==> src/include/fe_map.svh <==
// Register offsets, field positions, reset values and timing counts for the front-end config bank
`ifndef FE_MAP_SVH
`define FE_MAP_SVH

// Register offsets on the serial register port
`define FE_ADDR_W              6
`define FE_OFS_RX_BIAS         6'h21
`define FE_OFS_TX_CONFIG       6'h22
`define FE_OFS_PUMP_CAL        6'h23
`define FE_OFS_VCO_CAL         6'h24

// Reset values
`define FE_RST_RX_BIAS         8'h56
`define FE_RST_TX_CONFIG       8'h10
`define FE_RST_PUMP_CAL        8'hA9
`define FE_RST_VCO_CAL         8'h0A

// Writable bit masks; zero bits are unused, read as zero
`define FE_WMASK_RX_BIAS       8'hFF
`define FE_WMASK_TX_CONFIG     8'h37
`define FE_WMASK_PUMP_CAL      8'hFF
`define FE_WMASK_VCO_CAL       8'h3F

// Field positions
`define FE_RX_AMP_MSB          7
`define FE_RX_AMP_LSB          6
`define FE_RX_AMPMIX_MSB       5
`define FE_RX_AMPMIX_LSB       4
`define FE_RX_LO_MSB           3
`define FE_RX_LO_LSB           2
`define FE_RX_MIX_MSB          1
`define FE_RX_MIX_LSB          0
`define FE_TX_LO_MSB           5
`define FE_TX_LO_LSB           4
`define FE_TX_PIDX_MSB         2
`define FE_TX_PIDX_LSB         0
`define FE_PC_CFG_MSB          7
`define FE_PC_CFG_LSB          6
`define FE_PC_EN_MSB           5
`define FE_PC_EN_LSB           4
`define FE_PC_RES_MSB          3
`define FE_PC_RES_LSB          0
`define FE_PC_EXP_MSB          3
`define FE_PC_EXP_LSB          2
`define FE_PC_FRAC_MSB         1
`define FE_PC_FRAC_LSB         0
`define FE_VC_CORE_BIT         5
`define FE_VC_RES_MSB          4
`define FE_VC_RES_LSB          0

// Pump current fractional steps 2^(k/4) in Q8, k = 0..3
`define FE_FRAC_Q8_0           12'h100
`define FE_FRAC_Q8_1           12'h130
`define FE_FRAC_Q8_2           12'h16A
`define FE_FRAC_Q8_3           12'h1AF

// Power ramp: one table step per interval
`define FE_CLK_MHZ             125
`define FE_RAMP_STEP_NS        64
`define FE_RAMP_STEP_CYC       ((`FE_RAMP_STEP_NS * `FE_CLK_MHZ + 999) / 1000)
`define FE_RAMP_CNT_W          8

`endif

==> src/include/fe_pkg.sv <==
// Types shared by the front-end config bank and its power ramp sequencer
package fe_pkg;

    // Register port request from the serial interface decoder
    typedef struct packed {
        logic       wr;
        logic       rd;
        logic [5:0] addr;
        logic [7:0] wdata;
    } reg_req_t;

    // Receive front-end bias fields
    typedef struct packed {
        logic [1:0] amp_current;
        logic [1:0] amp_to_mixer_current;
        logic [1:0] lo_buffer_current;
        logic [1:0] mixer_current;
    } rx_bias_t;

    // Result delivered by the synthesizer calibration engine
    typedef struct packed {
        logic       pump_valid;
        logic [3:0] pump_code;
        logic       vco_valid;
        logic [4:0] vco_code;
    } cal_result_t;

    // Transmit power stepping request
    typedef struct packed {
        logic       tx_active;
        logic       keyed_mode;
        logic       tx_bit;
    } tx_ctrl_t;

    // Power level table: eight entries of eight bits
    typedef logic [7:0][7:0] power_table_t;

endpackage

==> src/hdl/fe_config_regs.sv <==
// Front-end and synthesizer calibration configuration register bank
//
// Notes on behaviour
// - Power index points into eight-entry power table.
// - Keyed one uses index entry, zero entry zero.
// - Step entries zero to index for ramps.
// - Pump calibration stage skipped when enable zero.
// - Core select bit one picks high VCO.
// - Pump result low nibble, current exponential scale.
// - VCO result five bits, writes override it.
// - Host restores saved results, device uses them.
// - Receive bias driven from four two-bit fields.
`timescale 1ns/1ps
`default_nettype none
`include "fe_map.svh"

module fe_config_regs (
    input  wire logic                clk_i,
    input  wire logic                sys_rst_i,
    // Register port from the serial interface decoder
    input  wire fe_pkg::reg_req_t    reg_req_i,
    output logic      [7:0]          reg_rdata_o,
    output logic                     reg_rvalid_o,
    // Calibration engine results
    input  wire fe_pkg::cal_result_t cal_result_i,
    // Transmit control and power table contents
    input  wire fe_pkg::tx_ctrl_t    tx_ctrl_i,
    input  wire fe_pkg::power_table_t power_level_table_i,
    // Front-end controls
    output fe_pkg::rx_bias_t         rx_bias_o,
    output logic      [1:0]          tx_lo_buffer_current_o,
    output logic      [7:0]          pa_setting_o,
    output logic      [2:0]          pa_entry_o,
    // Synthesizer controls
    output logic                     pump_cal_stage_enable_o,
    output logic      [1:0]          pump_cal_config_o,
    output logic      [3:0]          pump_current_code_o,
    output logic      [11:0]         pump_current_q8_o,
    output logic                     vco_core_high_select_o,
    output logic      [4:0]          vco_current_code_o
);
    import fe_pkg::*;

    // Stored register images; unused bits are held at zero
    logic [7:0] rx_bias_r,  rx_bias_nxt;    // Receive bias fields
    logic [7:0] tx_cfg_r,   tx_cfg_nxt;     // Transmit LO current and power index
    logic [7:0] pump_cal_r, pump_cal_nxt;   // Pump config, stage enable, result
    logic [7:0] vco_cal_r,  vco_cal_nxt;    // Core select and VCO result

    // Read path
    logic [7:0] rdata_r,  rdata_nxt;        // Registered read data
    logic       rvalid_r, rvalid_nxt;       // One-cycle read answer strobe

    // Derived outputs, registered, and their combinational fractional step
    logic [7:0]  pa_setting_r, pa_setting_nxt;   // Selected table entry value
    logic [11:0] pump_q8_r,    pump_q8_nxt;      // Relative pump current
    logic [11:0] frac_q8;                        // Fractional 2^(k/4) step

    // Ramp step divider
    logic [`FE_RAMP_CNT_W-1:0] div_r, div_nxt;   // Cycle counter
    logic                      step_en;          // One-cycle step pulse
    logic [2:0]                ramp_entry;       // Pointer from the sequencer

    // Write strobes by address
    logic wr_rx;
    logic wr_tx;
    logic wr_pc;
    logic wr_vc;

    // Address decode of a write
    always_comb begin
        wr_rx = reg_req_i.wr && (reg_req_i.addr == `FE_OFS_RX_BIAS);
        wr_tx = reg_req_i.wr && (reg_req_i.addr == `FE_OFS_TX_CONFIG);
        wr_pc = reg_req_i.wr && (reg_req_i.addr == `FE_OFS_PUMP_CAL);
        wr_vc = reg_req_i.wr && (reg_req_i.addr == `FE_OFS_VCO_CAL);
    end

    // Register next values; writes pass through the writable mask
    always_comb begin
        rx_bias_nxt  = rx_bias_r;
        tx_cfg_nxt   = tx_cfg_r;
        pump_cal_nxt = pump_cal_r;
        vco_cal_nxt  = vco_cal_r;
        if (wr_rx) begin
            rx_bias_nxt = reg_req_i.wdata & `FE_WMASK_RX_BIAS;
        end
        if (wr_tx) begin
            tx_cfg_nxt = reg_req_i.wdata & `FE_WMASK_TX_CONFIG;
        end
        if (wr_pc) begin
            // Host may restore a saved result here before a hop
            pump_cal_nxt = reg_req_i.wdata & `FE_WMASK_PUMP_CAL;
        end
        if (wr_vc) begin
            // A written VCO value overrides the calibrated one
            vco_cal_nxt = reg_req_i.wdata & `FE_WMASK_VCO_CAL;
        end
        // Calibration results land after any host write in the same cycle,
        // so a freshly measured value is never lost to a racing write
        if (cal_result_i.pump_valid) begin
            pump_cal_nxt[`FE_PC_RES_MSB:`FE_PC_RES_LSB] = cal_result_i.pump_code;
        end
        if (cal_result_i.vco_valid) begin
            vco_cal_nxt[`FE_VC_RES_MSB:`FE_VC_RES_LSB] = cal_result_i.vco_code;
        end
    end

    // Read mux; an unmapped address answers zero
    always_comb begin
        rvalid_nxt = reg_req_i.rd;
        rdata_nxt  = rdata_r;
        if (reg_req_i.rd) begin
            case (reg_req_i.addr)
                `FE_OFS_RX_BIAS:   rdata_nxt = rx_bias_r;
                `FE_OFS_TX_CONFIG: rdata_nxt = tx_cfg_r & `FE_WMASK_TX_CONFIG;
                `FE_OFS_PUMP_CAL:  rdata_nxt = pump_cal_r;
                `FE_OFS_VCO_CAL:   rdata_nxt = vco_cal_r & `FE_WMASK_VCO_CAL;
                default:           rdata_nxt = 8'h00;
            endcase
        end
    end

    // Ramp step divider; a slow step keeps the PA spectrum clean during ramps
    always_comb begin
        if (div_r == `FE_RAMP_CNT_W'(`FE_RAMP_STEP_CYC - 1)) begin
            div_nxt = '0;
            step_en = 1'b1;
        end else begin
            div_nxt = div_r + `FE_RAMP_CNT_W'(1);
            step_en = 1'b0;
        end
    end

    // Fractional part of the exponential pump current
    always_comb begin
        case (pump_cal_r[`FE_PC_FRAC_MSB:`FE_PC_FRAC_LSB])
            2'h0:    frac_q8 = `FE_FRAC_Q8_0;
            2'h1:    frac_q8 = `FE_FRAC_Q8_1;
            2'h2:    frac_q8 = `FE_FRAC_Q8_2;
            default: frac_q8 = `FE_FRAC_Q8_3;
        endcase
    end

    // Derived outputs: pump current 2^(code/4) in Q8 and table lookup
    always_comb begin
        pump_q8_nxt    = frac_q8 << pump_cal_r[`FE_PC_EXP_MSB:`FE_PC_EXP_LSB];
        // The pointer walks 0..index; entry value comes from the table
        pa_setting_nxt = power_level_table_i[ramp_entry];
    end

    // Ramp sequencer walks table entries toward the power index
    fe_power_ramp u_ramp (
        .clk_i               (clk_i),
        .sys_rst_i           (sys_rst_i),
        .step_en_i           (step_en),
        .tx_ctrl_i           (tx_ctrl_i),
        .power_table_index_i (tx_cfg_r[`FE_TX_PIDX_MSB:`FE_TX_PIDX_LSB]),
        .entry_o             (ramp_entry)
    );

    // Register every state group on the single clock
    always_ff @(posedge clk_i) begin
        if (sys_rst_i) begin
            rx_bias_r    <= `FE_RST_RX_BIAS;
            tx_cfg_r     <= `FE_RST_TX_CONFIG;
            pump_cal_r   <= `FE_RST_PUMP_CAL;
            vco_cal_r    <= `FE_RST_VCO_CAL;
            rdata_r      <= 8'h00;
            rvalid_r     <= 1'b0;
            pa_setting_r <= 8'h00;
            pump_q8_r    <= `FE_FRAC_Q8_0;
            div_r        <= '0;
        end else begin
            rx_bias_r    <= rx_bias_nxt;
            tx_cfg_r     <= tx_cfg_nxt;
            pump_cal_r   <= pump_cal_nxt;
            vco_cal_r    <= vco_cal_nxt;
            rdata_r      <= rdata_nxt;
            rvalid_r     <= rvalid_nxt;
            pa_setting_r <= pa_setting_nxt;
            pump_q8_r    <= pump_q8_nxt;
            div_r        <= div_nxt;
        end
    end

    // Register read answer
    assign reg_rdata_o  = rdata_r;
    assign reg_rvalid_o = rvalid_r;

    // Receive bias fields straight from the stored register
    // One assignment for the whole struct; per-field assigns would be
    // several continuous drivers on one packed variable
    assign rx_bias_o = {rx_bias_r[`FE_RX_AMP_MSB:`FE_RX_AMP_LSB],
                        rx_bias_r[`FE_RX_AMPMIX_MSB:`FE_RX_AMPMIX_LSB],
                        rx_bias_r[`FE_RX_LO_MSB:`FE_RX_LO_LSB],
                        rx_bias_r[`FE_RX_MIX_MSB:`FE_RX_MIX_LSB]};

    // Transmit front-end controls
    assign tx_lo_buffer_current_o = tx_cfg_r[`FE_TX_LO_MSB:`FE_TX_LO_LSB];
    assign pa_setting_o           = pa_setting_r;
    assign pa_entry_o             = ramp_entry;

    // Any nonzero enable value runs the pump stage; zero skips it
    assign pump_cal_stage_enable_o = |pump_cal_r[`FE_PC_EN_MSB:`FE_PC_EN_LSB];
    // Config bits are only passed on; loading them is the host's duty
    assign pump_cal_config_o       = pump_cal_r[`FE_PC_CFG_MSB:`FE_PC_CFG_LSB];
    assign pump_current_code_o     = pump_cal_r[`FE_PC_RES_MSB:`FE_PC_RES_LSB];
    assign pump_current_q8_o       = pump_q8_r;

    // VCO core choice and current code
    assign vco_core_high_select_o  = vco_cal_r[`FE_VC_CORE_BIT];
    assign vco_current_code_o      = vco_cal_r[`FE_VC_RES_MSB:`FE_VC_RES_LSB];

endmodule
`default_nettype wire

==> src/hdl/fe_power_ramp.sv <==
// Power ramp sequencer: steps the power table pointer toward its target
`timescale 1ns/1ps
`default_nettype none
`include "fe_map.svh"

module fe_power_ramp (
    input  wire logic             clk_i,
    input  wire logic             sys_rst_i,
    input  wire logic             step_en_i,       // One-cycle pulse per ramp step
    input  wire fe_pkg::tx_ctrl_t tx_ctrl_i,       // Transmit state, same clock
    input  wire logic [2:0]       power_table_index_i,
    output logic      [2:0]       entry_o          // Table entry in use now
);
    import fe_pkg::*;

    typedef enum logic [1:0] {RAMP_IDLE, RAMP_MOVE, RAMP_HOLD} ramp_state_t;

    ramp_state_t state_r, state_nxt;   // Sequencer state
    logic [2:0]  entry_r, entry_nxt;   // Current table pointer
    logic [2:0]  target;               // Where the pointer is heading

    // Target: power index for a one bit or plain carrier, entry zero otherwise
    always_comb begin
        if (!tx_ctrl_i.tx_active) begin
            target = 3'h0;                                  // Ramp-down at end
        end else if (tx_ctrl_i.keyed_mode && !tx_ctrl_i.tx_bit) begin
            target = 3'h0;                                  // Keyed zero bit
        end else begin
            target = power_table_index_i;                   // One bit or carrier
        end
    end

    // Next pointer: one entry per step, never a jump, so shaping is gradual
    always_comb begin
        state_nxt = state_r;
        entry_nxt = entry_r;
        case (state_r)
            RAMP_IDLE: begin
                if (tx_ctrl_i.tx_active) begin
                    state_nxt = RAMP_MOVE;                  // Ramp-up from zero
                end
            end
            RAMP_MOVE, RAMP_HOLD: begin
                if (entry_r == target) begin
                    state_nxt = (tx_ctrl_i.tx_active) ? RAMP_HOLD : RAMP_IDLE;
                end else if (step_en_i) begin
                    state_nxt = RAMP_MOVE;
                    if (entry_r < target) begin
                        entry_nxt = entry_r + 3'h1;         // Step up
                    end else begin
                        entry_nxt = entry_r - 3'h1;         // Step down
                    end
                end
            end
            default: begin
                state_nxt = RAMP_IDLE;
                entry_nxt = 3'h0;
            end
        endcase
    end

    // State registers
    always_ff @(posedge clk_i) begin
        if (sys_rst_i) begin
            state_r <= RAMP_IDLE;
            entry_r <= 3'h0;
        end else begin
            state_r <= state_nxt;
            entry_r <= entry_nxt;
        end
    end

    assign entry_o = entry_r;

endmodule
`default_nettype wire

==> config.mk <==
export PLATFORM = sky130hd
export DESIGN_NAME = fe_config_regs
export DESIGN_NICKNAME = d
export VERILOG_FILES = /design/src/include/fe_pkg.sv /design/src/hdl/fe_config_regs.sv /design/src/hdl/fe_power_ramp.sv
export VERILOG_INCLUDE_DIRS = /design/src /design/src/include
export SDC_FILE = /design/constraint.sdc
export NUM_CORES = 1
export LEC_CHECK = 0
export ABC_AREA = 1
export BUFFER_PORTS_ARGS = -buffer_cell sky130_fd_sc_hd__buf_4
export CAP_MARGIN = 30
export CORE_MARGIN = 1
export CORE_UTILIZATION = 48
export CTS_BUF_LIST = sky130_fd_sc_hd__clkbuf_16
export DETAILED_ROUTE_END_ITERATION = 10
export PLACE_DENSITY_LB_ADDON = 0.12
export RECOVER_POWER = 25
export SYNTH_ARGS = -nofsm -noshare
export SYNTH_HDL_FRONTEND = slang
export SYNTH_SLANG_ARGS = --single-unit
==> constraint.sdc <==
create_clock -name clk_i -period 2.7 [get_ports clk_i]
set_clock_uncertainty 0.2 [all_clocks]
set_input_delay 0.405 -clock clk_i [delete_from_list [all_inputs] [get_ports clk_i]]
set_output_delay 0.405 -clock clk_i [all_outputs]
set_load 0.01 [all_outputs]
==> impl_results.md, run 1 <==
* Status: finished clean
* CTS tree: built
* Fin crit share at 84.5%
* Max rail drop VDD at 0.614 mV
* Post-Synthesis Cell Area at 0.00359 mm^2
* Inserted Diodes at 0
* Synth Area per Inst at 7.07 um^2
* Die X at 88.5 um
* Io pins at 151
* Initial antenna violation count at 0
* Core Area at 0.00725 mm^2
* WP buf/inv at 2
* Drt pass-1 iters at 6
* Kind of end point of the critical path: flip-flop
* Max stage delay on crit path at between 0.4 and 0.5 ns
* Clock power frac at 35.2%
* Required time of the critical path at 2.76 ns
* First-pass GRT wire length at 16.0 mm
* Fillers at 612
* Final ANT Viol Nets at 0
* Gate power share at approximately a third
* CP Max Fanout at 3
* WL/cell at 13.7 um
* Largest net degree at the start of global routing at 35
* Synth warnings at 0
* Commonest non-fill, non-tap cell in the layout: buf_4
* Worst Max-Slew Pin Slew at 0.374 ns
* Total CTS buffers at 9
* CTS max path bufs at 2
* Hold_sp: cal_result_i[1]
* Vias per Instance at between 5 and 6
* Hold Fails Final Rpt at 0
* Crit path time final at 2.28 ns
* Setup WS pre-CTS at 0.173 ns
* Post_cts resized at 0
* Footprint of the multi-input gates at 0.00187 mm^2
* Clock latency on the worst-skew pair at around 0.33 ns
* Vias in the first global route at 3533
* Finished Cell Area at 0.00500 mm^2
* Setup crit start kind: flip-flop
* Final Wtd Congestion at 0.807
* Root Buffer: clkbuf_16
* # rows at 31
* Kind of cell adding the most delay to the critical path: adder cells
* GRT overflow at 0
* Switching Fraction at 33.8%
* Synth-to-Final Area Change at 39.2%
* Sequential cell area at between 0.001 and 0.0015 mm^2
* Initial DRC Count at around 220
* Finish-stage setup viols at 0
* Slew headroom at 75.1%
* Pint at approximately 2.4 mW
* Chip height at roughly 90 um
* RSZ-0062 raised after global routing: no
* Final WL at 10.3 mm
* Max Freq at 438 MHz
* Crit path from: tx_cfg_r[2]$_SDFFE_PP0P_
* Via count at 3946
* Post-CTS setup buffers at 0
* Hold Path Class: primary input to flip-flop
* Hold Buf Count CTS at 0
* Layout cell share with drive strength beyond 1 at 27.1%
* Slowest stage cell, crit path: fa_1
* GR Util All Layers at 26.5%
* Full die area at slightly below 0.008 mm^2
* Starting Density at 49.5%
* DP HPWL at roughly 7.8 mm
* # clock sinks at 69
* H-Tree Depth at 3
* Area after DPL at 0.00474 mm^2
* Crit path DAT at 2.35 ns
* Net Sw Power at 1.24 mW
* Final Max Slew Viols at 0
* Cell mode on critical path: nand2_1
* WS Path Type: flip-flop to flip-flop
* Worst-path cell chain: nand3_1 -> ha_1 -> nand2_1 -> inv_1 -> nand2_1 -> nand2_1 -> inv_1 -> fa_1 -> xor2_1 -> nand2_1 -> nand2_1 -> nand4_1 -> a21oi_1
* Seq cells post-synth at 69
* Max Cap Viol at 0
* Number of cells after detailed placement at 737
* Leakage power at about 2.3 nW
* Part of the power in registers at 31.7%
* Most frequent cells in the layout: 136 x buf_4, 76 x nor2_1, 74 x o21ai_0, 70 x nand2_1, 69 x dfxtp_1
* Post-route setup slack at 0.418 ns
* Fin cells at 753
* Total negative setup slack at 0 ns
* Syn Inst Count at around 510
* I/O Buffers at 150
* Unique masters post-synth at 37
* Fin Hold WS at 0.0980 ns
* Proportion of synthesized chip area in sequential cells at 38.5%
* Reg clk slew, reported paths at approximately 0.06 ns
* FF-to-FF Start: tx_cfg_r[2]$_SDFFE_PP0P_
* Final routed DRC violation total at 0
* Syn Nets at approximately 610
* Final net count at 752
* PD cells at 733 mW/mm^2
-- state kept, by name, summed over array words and instances (netlist names) --
| register | count |
|---|---|
| reg_rvalid_o | 1 |
| u_ramp.entry_o | 3 |
| pa_setting_o | 8 |
| tx_cfg_r | 5 |
| pump_current_q8_o | 12 |
| rx_bias_o | 8 |
| reg_rdata_o | 8 |
| vco_cal_r | 6 |
| u_ramp.state_r | 2 |
| div_r | 8 |
| pump_cal_r | 8 |
-- routing by layer --
layer / GRT usage, % / vias up / wire (um)
li1: - / 1989 / -
met1: 35.0 / 1788 / 4720
met2: 43.6 / 149 / 4720
met3: 4.85 / 20 / 686
met4: 9.24 / 0 / 176
met5: 0 / - / 0
-- power by group through the flow --
stage / combinational [mW] / clock [mW] / sequential (mW)
floorplan: 0.765 / 0 / 1.23
finish: 1.21 / 1.29 / 1.16
global route: 1.37 / 1.35 / 1.17
detailed placement: 1.24 / 0 / 1.19
CTS: 1.24 / 1.31 / 1.16
global placement: 1.20 / 0 / 1.18
-- worst reg2reg max path, stage by stage (launching register included) --
cell     delay [ns]
dfxtp_1        0.37
nand3_1        0.10
ha_1           0.32
nand2_1        0.07
inv_1          0.06
nand2_1        0.06
nand2_1        0.08
inv_1          0.05
fa_1           0.41
xor2_1         0.16
nand2_1        0.07
nand2_1        0.07
nand4_1        0.08
a21oi_1        0.12
-- kinds of logic after synthesis --
kind of cell / after synthesis / share of synthesized area [%]
flops: 69 / 38.5
mux: 1 / 0.279
compound gates: 149 / 22.5
buf+inv: 76 / 9.48
simple gates: 204 / 26.2
fa+ha+maj: 7 / 2.65
xor+xnor: 2 / 0.488
-- cells in the mapped netlist --
| library cell | instances | area share (%) |
|---|---|---|
| a21oi_1 | 37 | 5.2 |
| a32oi_1 | 1 | 0.24 |
| buf_2 | 7 | 0.98 |
| buf_4 | 10 | 2.1 |
| clkbuf_1 | 8 | 0.84 |
| clkbuf_2 | 1 | 0.14 |
| clkinv_1 | 1 | 0.10 |
| clkinv_4 | 1 | 0.24 |
| dfxtp_1 | 69 | 38 |
| fa_1 | 1 | 0.56 |
| ha_1 | 6 | 2.1 |
| inv_1 | 42 | 4.4 |
| inv_2 | 5 | 0.52 |
| inv_4 | 1 | 0.17 |
| mux2i_1 | 1 | 0.28 |
| nand2_1 | 70 | 7.3 |
| nand2_2 | 2 | 0.35 |
| nand2_4 | 1 | 0.31 |
| nand3_1 | 30 | 4.2 |
| nand3_2 | 2 | 0.56 |
| nand4_1 | 7 | 1.2 |
| nor2_1 | 76 | 7.9 |
| nor2_2 | 1 | 0.17 |
| nor2_4 | 6 | 1.9 |
| nor2_8 | 2 | 1.1 |
| nor3_1 | 4 | 0.56 |
| nor3b_1 | 1 | 0.21 |
| o211ai_1 | 3 | 0.63 |
| o211ai_2 | 2 | 0.70 |
| o21ai_0 | 71 | 9.9 |
| o21ai_1 | 10 | 1.4 |
| o21ai_2 | 1 | 0.24 |
| o21bai_1 | 1 | 0.21 |
| o22ai_1 | 23 | 4.0 |
| or2_2 | 2 | 0.35 |
| xnor2_1 | 1 | 0.24 |
| xor2_1 | 1 | 0.24 |
-- metrics by stage --
step                      power [mW]  utilization (%)
after floorplan                 1.99                -
after global routing            3.89             68.9
after global placement          2.38             65.4
final                           3.66             68.9
after detailed placement        2.42             65.4
after CTS                       3.71             69.9
-- final timing paths --
kind                            slack (ns)                             end  depth (start not counted)
worst max-delay path                  0.42  u_ramp.entry_o[2]$_SDFFE_PP0P_                         13
worst min-delay path                   0.1       vco_cal_r[1]$_SDFFE_PP1P_                          3
worst max register to register        0.42  u_ramp.entry_o[2]$_SDFFE_PP0P_                         13
worst min register to register        0.27             div_r[0]$_SDFF_PP0_                          1
-- cell type report --
type                       count  share of cell area (%)
multi-input combinational    363                    37.4
sequential                    69                    27.6
timing repair buffer         156                    21.9
clock buffer                   9                    4.51
inverter                      50                    3.91
tap                           99                    2.48
clock inverter                 7                    2.13
No activity file was read; power rests on OpenSTA's default activity.
==> inputs of run 2 (changes only) <==
Clock period 2.7 ns to 2.11 ns, I/O delays scaled along.
==> impl_results.md, run 2 (same netlist as run 1, synthesis figures left out) <==
* I/O Buffers at 150 (unchanged)
* Full die area at 0.00783 mm^2 (unchanged)
* Final WL at 10.8 mm (+5.1%)
* Fin Hold WS at 0.0223 ns (-0.0757 ns)
* Synth-to-Final Area Change at 41.6%
* Flop-to-flop setup slack at -0.06 ns (-0.47 ns)
* Largest net degree at the start of global routing at 35 (unchanged)
* Hold Path Class: primary input to flip-flop
* Failing checks: negative setup slack
* Fin crit share at 103% (+18 points)
* Max Cap Viol at 0 (unchanged)
* Final routed DRC violation total at 0 (unchanged)
* Clock latency on the worst-skew pair at 0.33 ns (about the same)
* Worst Reg-to-Reg Cells at 13 (unchanged)
* Hold Path Depth at 3 (unchanged)
* Setup crit start kind: flip-flop
* Kind of end point of the critical path: flip-flop
* Crit path time final at 2.17 ns (-0.117 ns)
* Status: complete, but fails checks
* WS Path Type: flip-flop to flip-flop
* Root Buffer: clkbuf_16
* Drt pass-1 iters at 4 (-2)
* Worst-path cell chain: nand3_2 -> ha_4 -> nand2_2 -> inv_2 -> nand2_2 -> nand2_2 -> inv_2 -> fa_2 -> xnor2_2 -> nand3_1 -> nand2_1 -> nand4_1 -> a21oi_1
* Starting Density at 49.5% (unchanged)
* Hold Fails Final Rpt at 0 (unchanged)
* Slew headroom at 64.9% (-10 points)
* CP endpoint: u_ramp.entry_o[2]$_SDFFE_PP0P_
* Final Wtd Congestion at 0.938 (+16%)
* First-pass GRT wire length at 16.8 mm (+4.7%)
* FF-to-FF End: u_ramp.entry_o[2]$_SDFFE_PP0P_
* Required time of the critical path at 2.17 ns (-0.59 ns)
* RSZ-0062 raised after global routing: yes
* Via count at 4008 (+1.6%)
* GRT overflow at 0 (unchanged)
* Max stage delay on crit path at 0.39 ns (-0.02 ns)
* CTS tree: built
* Max rail drop VDD at 0.699 mV (+14%)
* Initial DRC Count at 199 (-8.7%)
* Final Max Slew Viols at 0 (unchanged)
* Fillers at 653 (+6.7%)
* Worst Max-Slew Pin Slew at 0.525 ns (+0.151 ns)
* Initial antenna violation count at 0 (unchanged)
* Commonest non-fill, non-tap cell in the layout: buf_4
* Cell mode on critical path: nand2_2
* PD cells at 955 mW/mm^2 (+30%)
* Most frequent cells in the layout: 143 x buf_4, 78 x nor2_1, 72 x o21ai_0, 68 x nand2_1, 66 x dfxtp_1
* DP HPWL at 7.98 mm (+2.5%)
* WL/cell at 14.2 um (+3.7%)
* GR Util All Layers at 27.9% (+1.3 points)
* Vias per Instance at 5.25 (+0.24%)
* Finish-stage setup viols at 1 (+1)
* Crit path from: tx_cfg_r[2]$_SDFFE_PP0P_
* CP Max Fanout at 3 (unchanged)
* Slowest stage cell, crit path: fa_2
* Crit path DAT at 2.22 ns (-0.13 ns)
* Max Freq at 462 MHz (+5.4%)
* FF-to-FF Start: tx_cfg_r[2]$_SDFFE_PP0P_
* # clock sinks at 69 (unchanged)
* Core Area at 0.00725 mm^2 (unchanged)
* H-Tree Depth at 3 (unchanged)
* Inserted Diodes at 0 (unchanged)
* Final ANT Viol Nets at 0 (unchanged)
* Setup WS pre-CTS at -0.275 ns (-0.448 ns)
* Hold Buf Count CTS at 0 (unchanged)
* Layout cell share with drive strength beyond 1 at 29.2% (+2.2 points)
* Post-route setup slack at -0.0554 ns (-0.473 ns)
* Die X at 88.5 um (unchanged)
* Leakage power at 2.37 nW (+1.1%)
* Vias in the first global route at 3568 (+0.99%)
* Reg clk slew, reported paths at 0.06 ns (about the same)
* CTS max path bufs at 2 (unchanged)
* Total CTS buffers at 9 (unchanged)
* # rows at 31 (unchanged)
* Chip height at 88.5 um (unchanged)
* Io pins at 151 (unchanged)
* Max reg flops at 12 (unchanged)
* Final net count at 762 (+1.3%)
-- run 2: cell types whose count changed in the layout (fill, tap and decap cells not counted), sizes merged --
cell      before  now
clkbuf        29   32
inv           51   52
buf          136  143
clkinvlp       0    1
clkinv         4    2
-- run 2: through the flow --
| stage | power, mW | instance area [um^2] | utilization, % | setup TNS, ns | instances |
|---|---|---|---|---|---|
| 2_1_floorplan | 2.56 | 3590 | - | 0 | 508 |
| 3_3_place_gp | 3.14 | 4800 | 66.2 | -0.333 | 745 |
| 3_5_place_dp | 3.19 | 4800 | 66.2 | -0.528 | 745 |
| 4_1_cts | 4.84 | 5150 | 71.1 | -0.0374 | 761 |
| 5_1_grt | 5.13 | 5090 | 70.1 | -0.219 | 763 |
| 6_report | 4.86 | 5090 | 70.1 | -0.0554 | 763 |
-- run 2: layout make-up --
| type | count | area, um^2 | share of cell area, % |
|---|---|---|---|
| repair buffers | 166 | 1160 | 22.8 |
| clock inverters | 7 | 105 | 2.07 |
| clock buffers | 9 | 225 | 4.43 |
| multi-input cells | 363 | 1890 | 37.2 |
| inverters | 50 | 195 | 3.84 |
| well taps | 99 | 124 | 2.44 |
| flip-flops and latches | 69 | 1390 | 27.2 |
-- run 2: worst max-delay path: cells and delay by family (launching register included) --
family                     cells  cell delay [ns]
AOI/OAI and AO/OA              1             0.15
buffers and inverters          2             0.10
and+or+nand+nor                7             0.49
xor gates and xnor gates       1             0.16
adders and majority gates      2             0.67
DFF                            1             0.35
-- run 2: layer usage --
layer | part of all wire (%) | track usage (%) | wire, um
met2 | 48 | 48.3 | 5200
met3 | 6.7 | 5.04 | 727
met1 | 44 | 35.2 | 4730
met4 | 1.6 | 8.50 | 173
met5 | 0 | 0 | 0
-- run 2: how the worst min path moves through the flow --
stage                                 from                     endpoint  slack (ns)
2_1_floorplan          div_r[0]$_SDFF_PP0_          div_r[0]$_SDFF_PP0_        0.23
3_3_place_gp           div_r[0]$_SDFF_PP0_          div_r[0]$_SDFF_PP0_        0.24
3_5_place_dp   reg_rdata_o[2]$_SDFFE_PP0P_  reg_rdata_o[2]$_SDFFE_PP0P_        0.26
4_1_cts                    cal_result_i[1]    vco_cal_r[1]$_SDFFE_PP1P_       0.008
5_1_grt                    cal_result_i[1]    vco_cal_r[1]$_SDFFE_PP1P_        0.03
6_report                   cal_result_i[1]    vco_cal_r[1]$_SDFFE_PP1P_        0.02
-- run 2: timing repair --
| action | 4_1_cts | 5_1_grt |
|---|---|---|
| resized for setup | 3 | 8 |
| buffers inserted | 0 | 2 |
| pin swaps | 0 | 8 |
| setup endpoints to repair | 2 | 2 |
-- run 2: report_power, final --
group          switching (mW)  internal (mW)  leakage (nW)
combinational           0.973          0.729          1.64
clock                   0.606           1.06         0.159
sequential             0.0668           1.43         0.566
total                    1.65           3.21          2.37
==> inputs of run 3 (changes only) <==
Settings changed: CORE_UTILIZATION 48 to 52.
Clock period 2.11 ns to 2.75 ns, I/O delays scaled along.
==> impl_results.md, run 3 (same netlist as run 1, synthesis figures left out) <==
* Full die area at 0.00724 mm^2 (-7.5%)
* Die X at 85.1 um (-3.8%)
* Initial DRC Count at 226 (+14%)
* Initial antenna violation count at 0 (unchanged)
* Leakage power at 2.34 nW (-1.1%)
* Final Max Slew Viols at 0 (unchanged)
* Most frequent cells in the layout: 140 x buf_4, 77 x nor2_1, 73 x o21ai_0, 70 x nand2_1, 69 x dfxtp_1
* Final ANT Viol Nets at 0 (unchanged)
* CTS tree: built
* First-pass GRT wire length at 17.6 mm (+4.6%)
* Clock latency on the worst-skew pair at 0.33 ns (about the same)
* Hold Path Depth at 3 (unchanged)
* Max reg flops at 12 (unchanged)
* Final net count at 753 (-1.2%)
* WS Path Type: flip-flop to flip-flop
* Hold_sp: cal_result_i[1]
* Synth-to-Final Area Change at 37.7%
* Worst Reg-to-Reg Cells at 13 (unchanged)
* Slew headroom at 60.3% (-4.6 points)
* WL/cell at 14.8 um (+4.1%)
* Post-CTS setup buffers at 0 (unchanged)
* Total negative setup slack at 0 ns (+0.0554 ns)
* I/O Buffers at 150 (unchanged)
* Drt pass-1 iters at 5 (+1)
* Setup crit start kind: flip-flop
* Crit path DAT at 2.35 ns (+0.13 ns)
* Hold Fails Final Rpt at 0 (unchanged)
* Reg clk slew, reported paths at 0.06 ns (about the same)
* Largest net degree at the start of global routing at 35 (unchanged)
* Vias per Instance at 5.53 (+5.3%)
* Final Core Density at 76.1% (+6.0 points)
* Post_cts resized at 0 (-3)
* Status: finished clean
* Max Freq at 438 MHz (-5.2%)
* GRT overflow at 0 (unchanged)
* GR Layer Usage met2 at 52.4% (+4.1 points)
* Max Cap Viol at 0 (unchanged)
* Vias in the first global route at 3828 (+7.3%)
* # clock sinks at 69 (unchanged)
* Hold path endpoint: vco_cal_r[1]$_SDFFE_PP1P_
* Hold Buf Count CTS at 0 (unchanged)
* Met1 Track Usage GR at 36.8% (+1.6 points)
* Flop-to-flop setup slack at 0.47 ns (+0.52 ns)
* FF-to-FF Start: tx_cfg_r[2]$_SDFFE_PP0P_
* PnR Total Power at 3.50 mW (-28%)
* Root Buffer: clkbuf_16
* Inserted Diodes at 0 (unchanged)
* Core Area at 0.00649 mm^2 (-10%)
* Chip height at 85.1 um (-3.8%)
* Post-route setup slack at 0.466 ns (+0.521 ns)
* Starting Density at 55.3% (+5.8 points)
* Hold Path Class: primary input to flip-flop
* Setup WS pre-CTS at 0.188 ns (+0.463 ns)
* Kind of end point of the critical path: flip-flop
* Met3 Use GR at 5.93% (+0.90 points)
* CP Max Fanout at 3 (unchanged)
* Crit path time final at 2.28 ns (+0.119 ns)
* Global route hottest layer: met2
* DP HPWL at 7.90 mm (-1.0%)
* Final WL at 10.8 mm (about the same)
* Finish-stage setup viols at 0 (-1)
* Final routed DRC violation total at 0 (unchanged)
* Total CTS buffers at 9 (unchanged)
* RSZ-0062 raised after global routing: no
* Fin crit share at 83.1% (-20 points)
* # rows at 29 (-6.5%)
* Max rail drop VDD at 0.533 mV (-24%)
* FF-to-FF End: u_ramp.entry_o[2]$_SDFFE_PP0P_
* Worst Max-Slew Pin Slew at 0.594 ns (+0.0693 ns)
* PD cells at 709 mW/mm^2 (-26%)
* Required time of the critical path at 2.81 ns (+0.64 ns)
* CTS max path bufs at 2 (unchanged)
* GR Util All Layers at 30.6% (+2.7 points)
* Commonest non-fill, non-tap cell in the layout: buf_4
* Io pins at 151 (unchanged)
* Layout cell share with drive strength beyond 1 at 27.3% (-1.9 points)
* Via count at 4049 (+1.0%)
* Final Wtd Congestion at 0.902 (-3.8%)
* H-Tree Depth at 3 (unchanged)
## run 3: changes by cell type in the layout (fill, tap and decap cells not counted), sizes merged
cell,previous run,this run
clkinv,2,5
clkbuf,32,26
inv,52,50
buf,143,140
bufinv,2,1
## run 3: layout make-up
class	count	area [um^2]
Sequential cell	69	1380
Multi-Input combinational cell	363	1860
Clock inverter	7	73.8
Inverter	50	195
Timing Repair Buffer	157	1110
Fill cell	516	1550
Clock buffer	9	225
Tap cell	77	96.3
## run 3: metrics by stage
stage                     area, um^2  hold WS [ns]  cells
after global placement          4720         0.241    716
after global routing            4940         0.128    732
final                           4940         0.120    732
after floorplan                 3590         0.230    508
after detailed placement        4720         0.261    716
after CTS                       5020         0.118    732
## run 3: worst max-delay path, stage by stage, from the launching register on
cell and delay, ns:
dfxtp_1 0.38, nand3_1 0.11, ha_1 0.32, nand2_1 0.06, inv_1 0.07, nand2_1 0.06
nand2_1 0.07, inv_1 0.05, fa_1 0.40, xnor2_1 0.15, nand3_1 0.08, nand2_1 0.06
nand4_1 0.08, a21oi_1 0.12
## run 3: where the power goes
part / switching (mW) / leakage [nW] / internal, mW
combinational: 0.711 / 1.63 / 0.489
sequential: 0.0512 / 0.564 / 1.09
clock: 0.452 / 0.146 / 0.706
total: 1.21 / 2.34 / 2.29
## run 3: worst max-delay path by stage
stage	start	end	slack, ns	cells after the start
floorplan	tx_ctrl_i[1]	u_ramp.entry_o[2]$_SDFFE_PP0P_	0.50	16
global placement	tx_ctrl_i[1]	u_ramp.entry_o[2]$_SDFFE_PP0P_	0.31	17
detailed placement	tx_ctrl_i[1]	u_ramp.entry_o[2]$_SDFFE_PP0P_	0.19	17
CTS	tx_cfg_r[2]$_SDFFE_PP0P_	u_ramp.entry_o[2]$_SDFFE_PP0P_	0.47	13
global route	tx_cfg_r[2]$_SDFFE_PP0P_	u_ramp.entry_o[2]$_SDFFE_PP0P_	0.30	13
finish	tx_cfg_r[2]$_SDFFE_PP0P_	u_ramp.entry_o[2]$_SDFFE_PP0P_	0.47	13
## run 3: routing by layer
| metal | share of wire, % | wire length (um) |
|---|---|---|
| met4 | 3.1 | 334 |
| met5 | 0 | 0 |
| met3 | 7.5 | 814 |
| met2 | 49 | 5260 |
| met1 | 41 | 4410 |
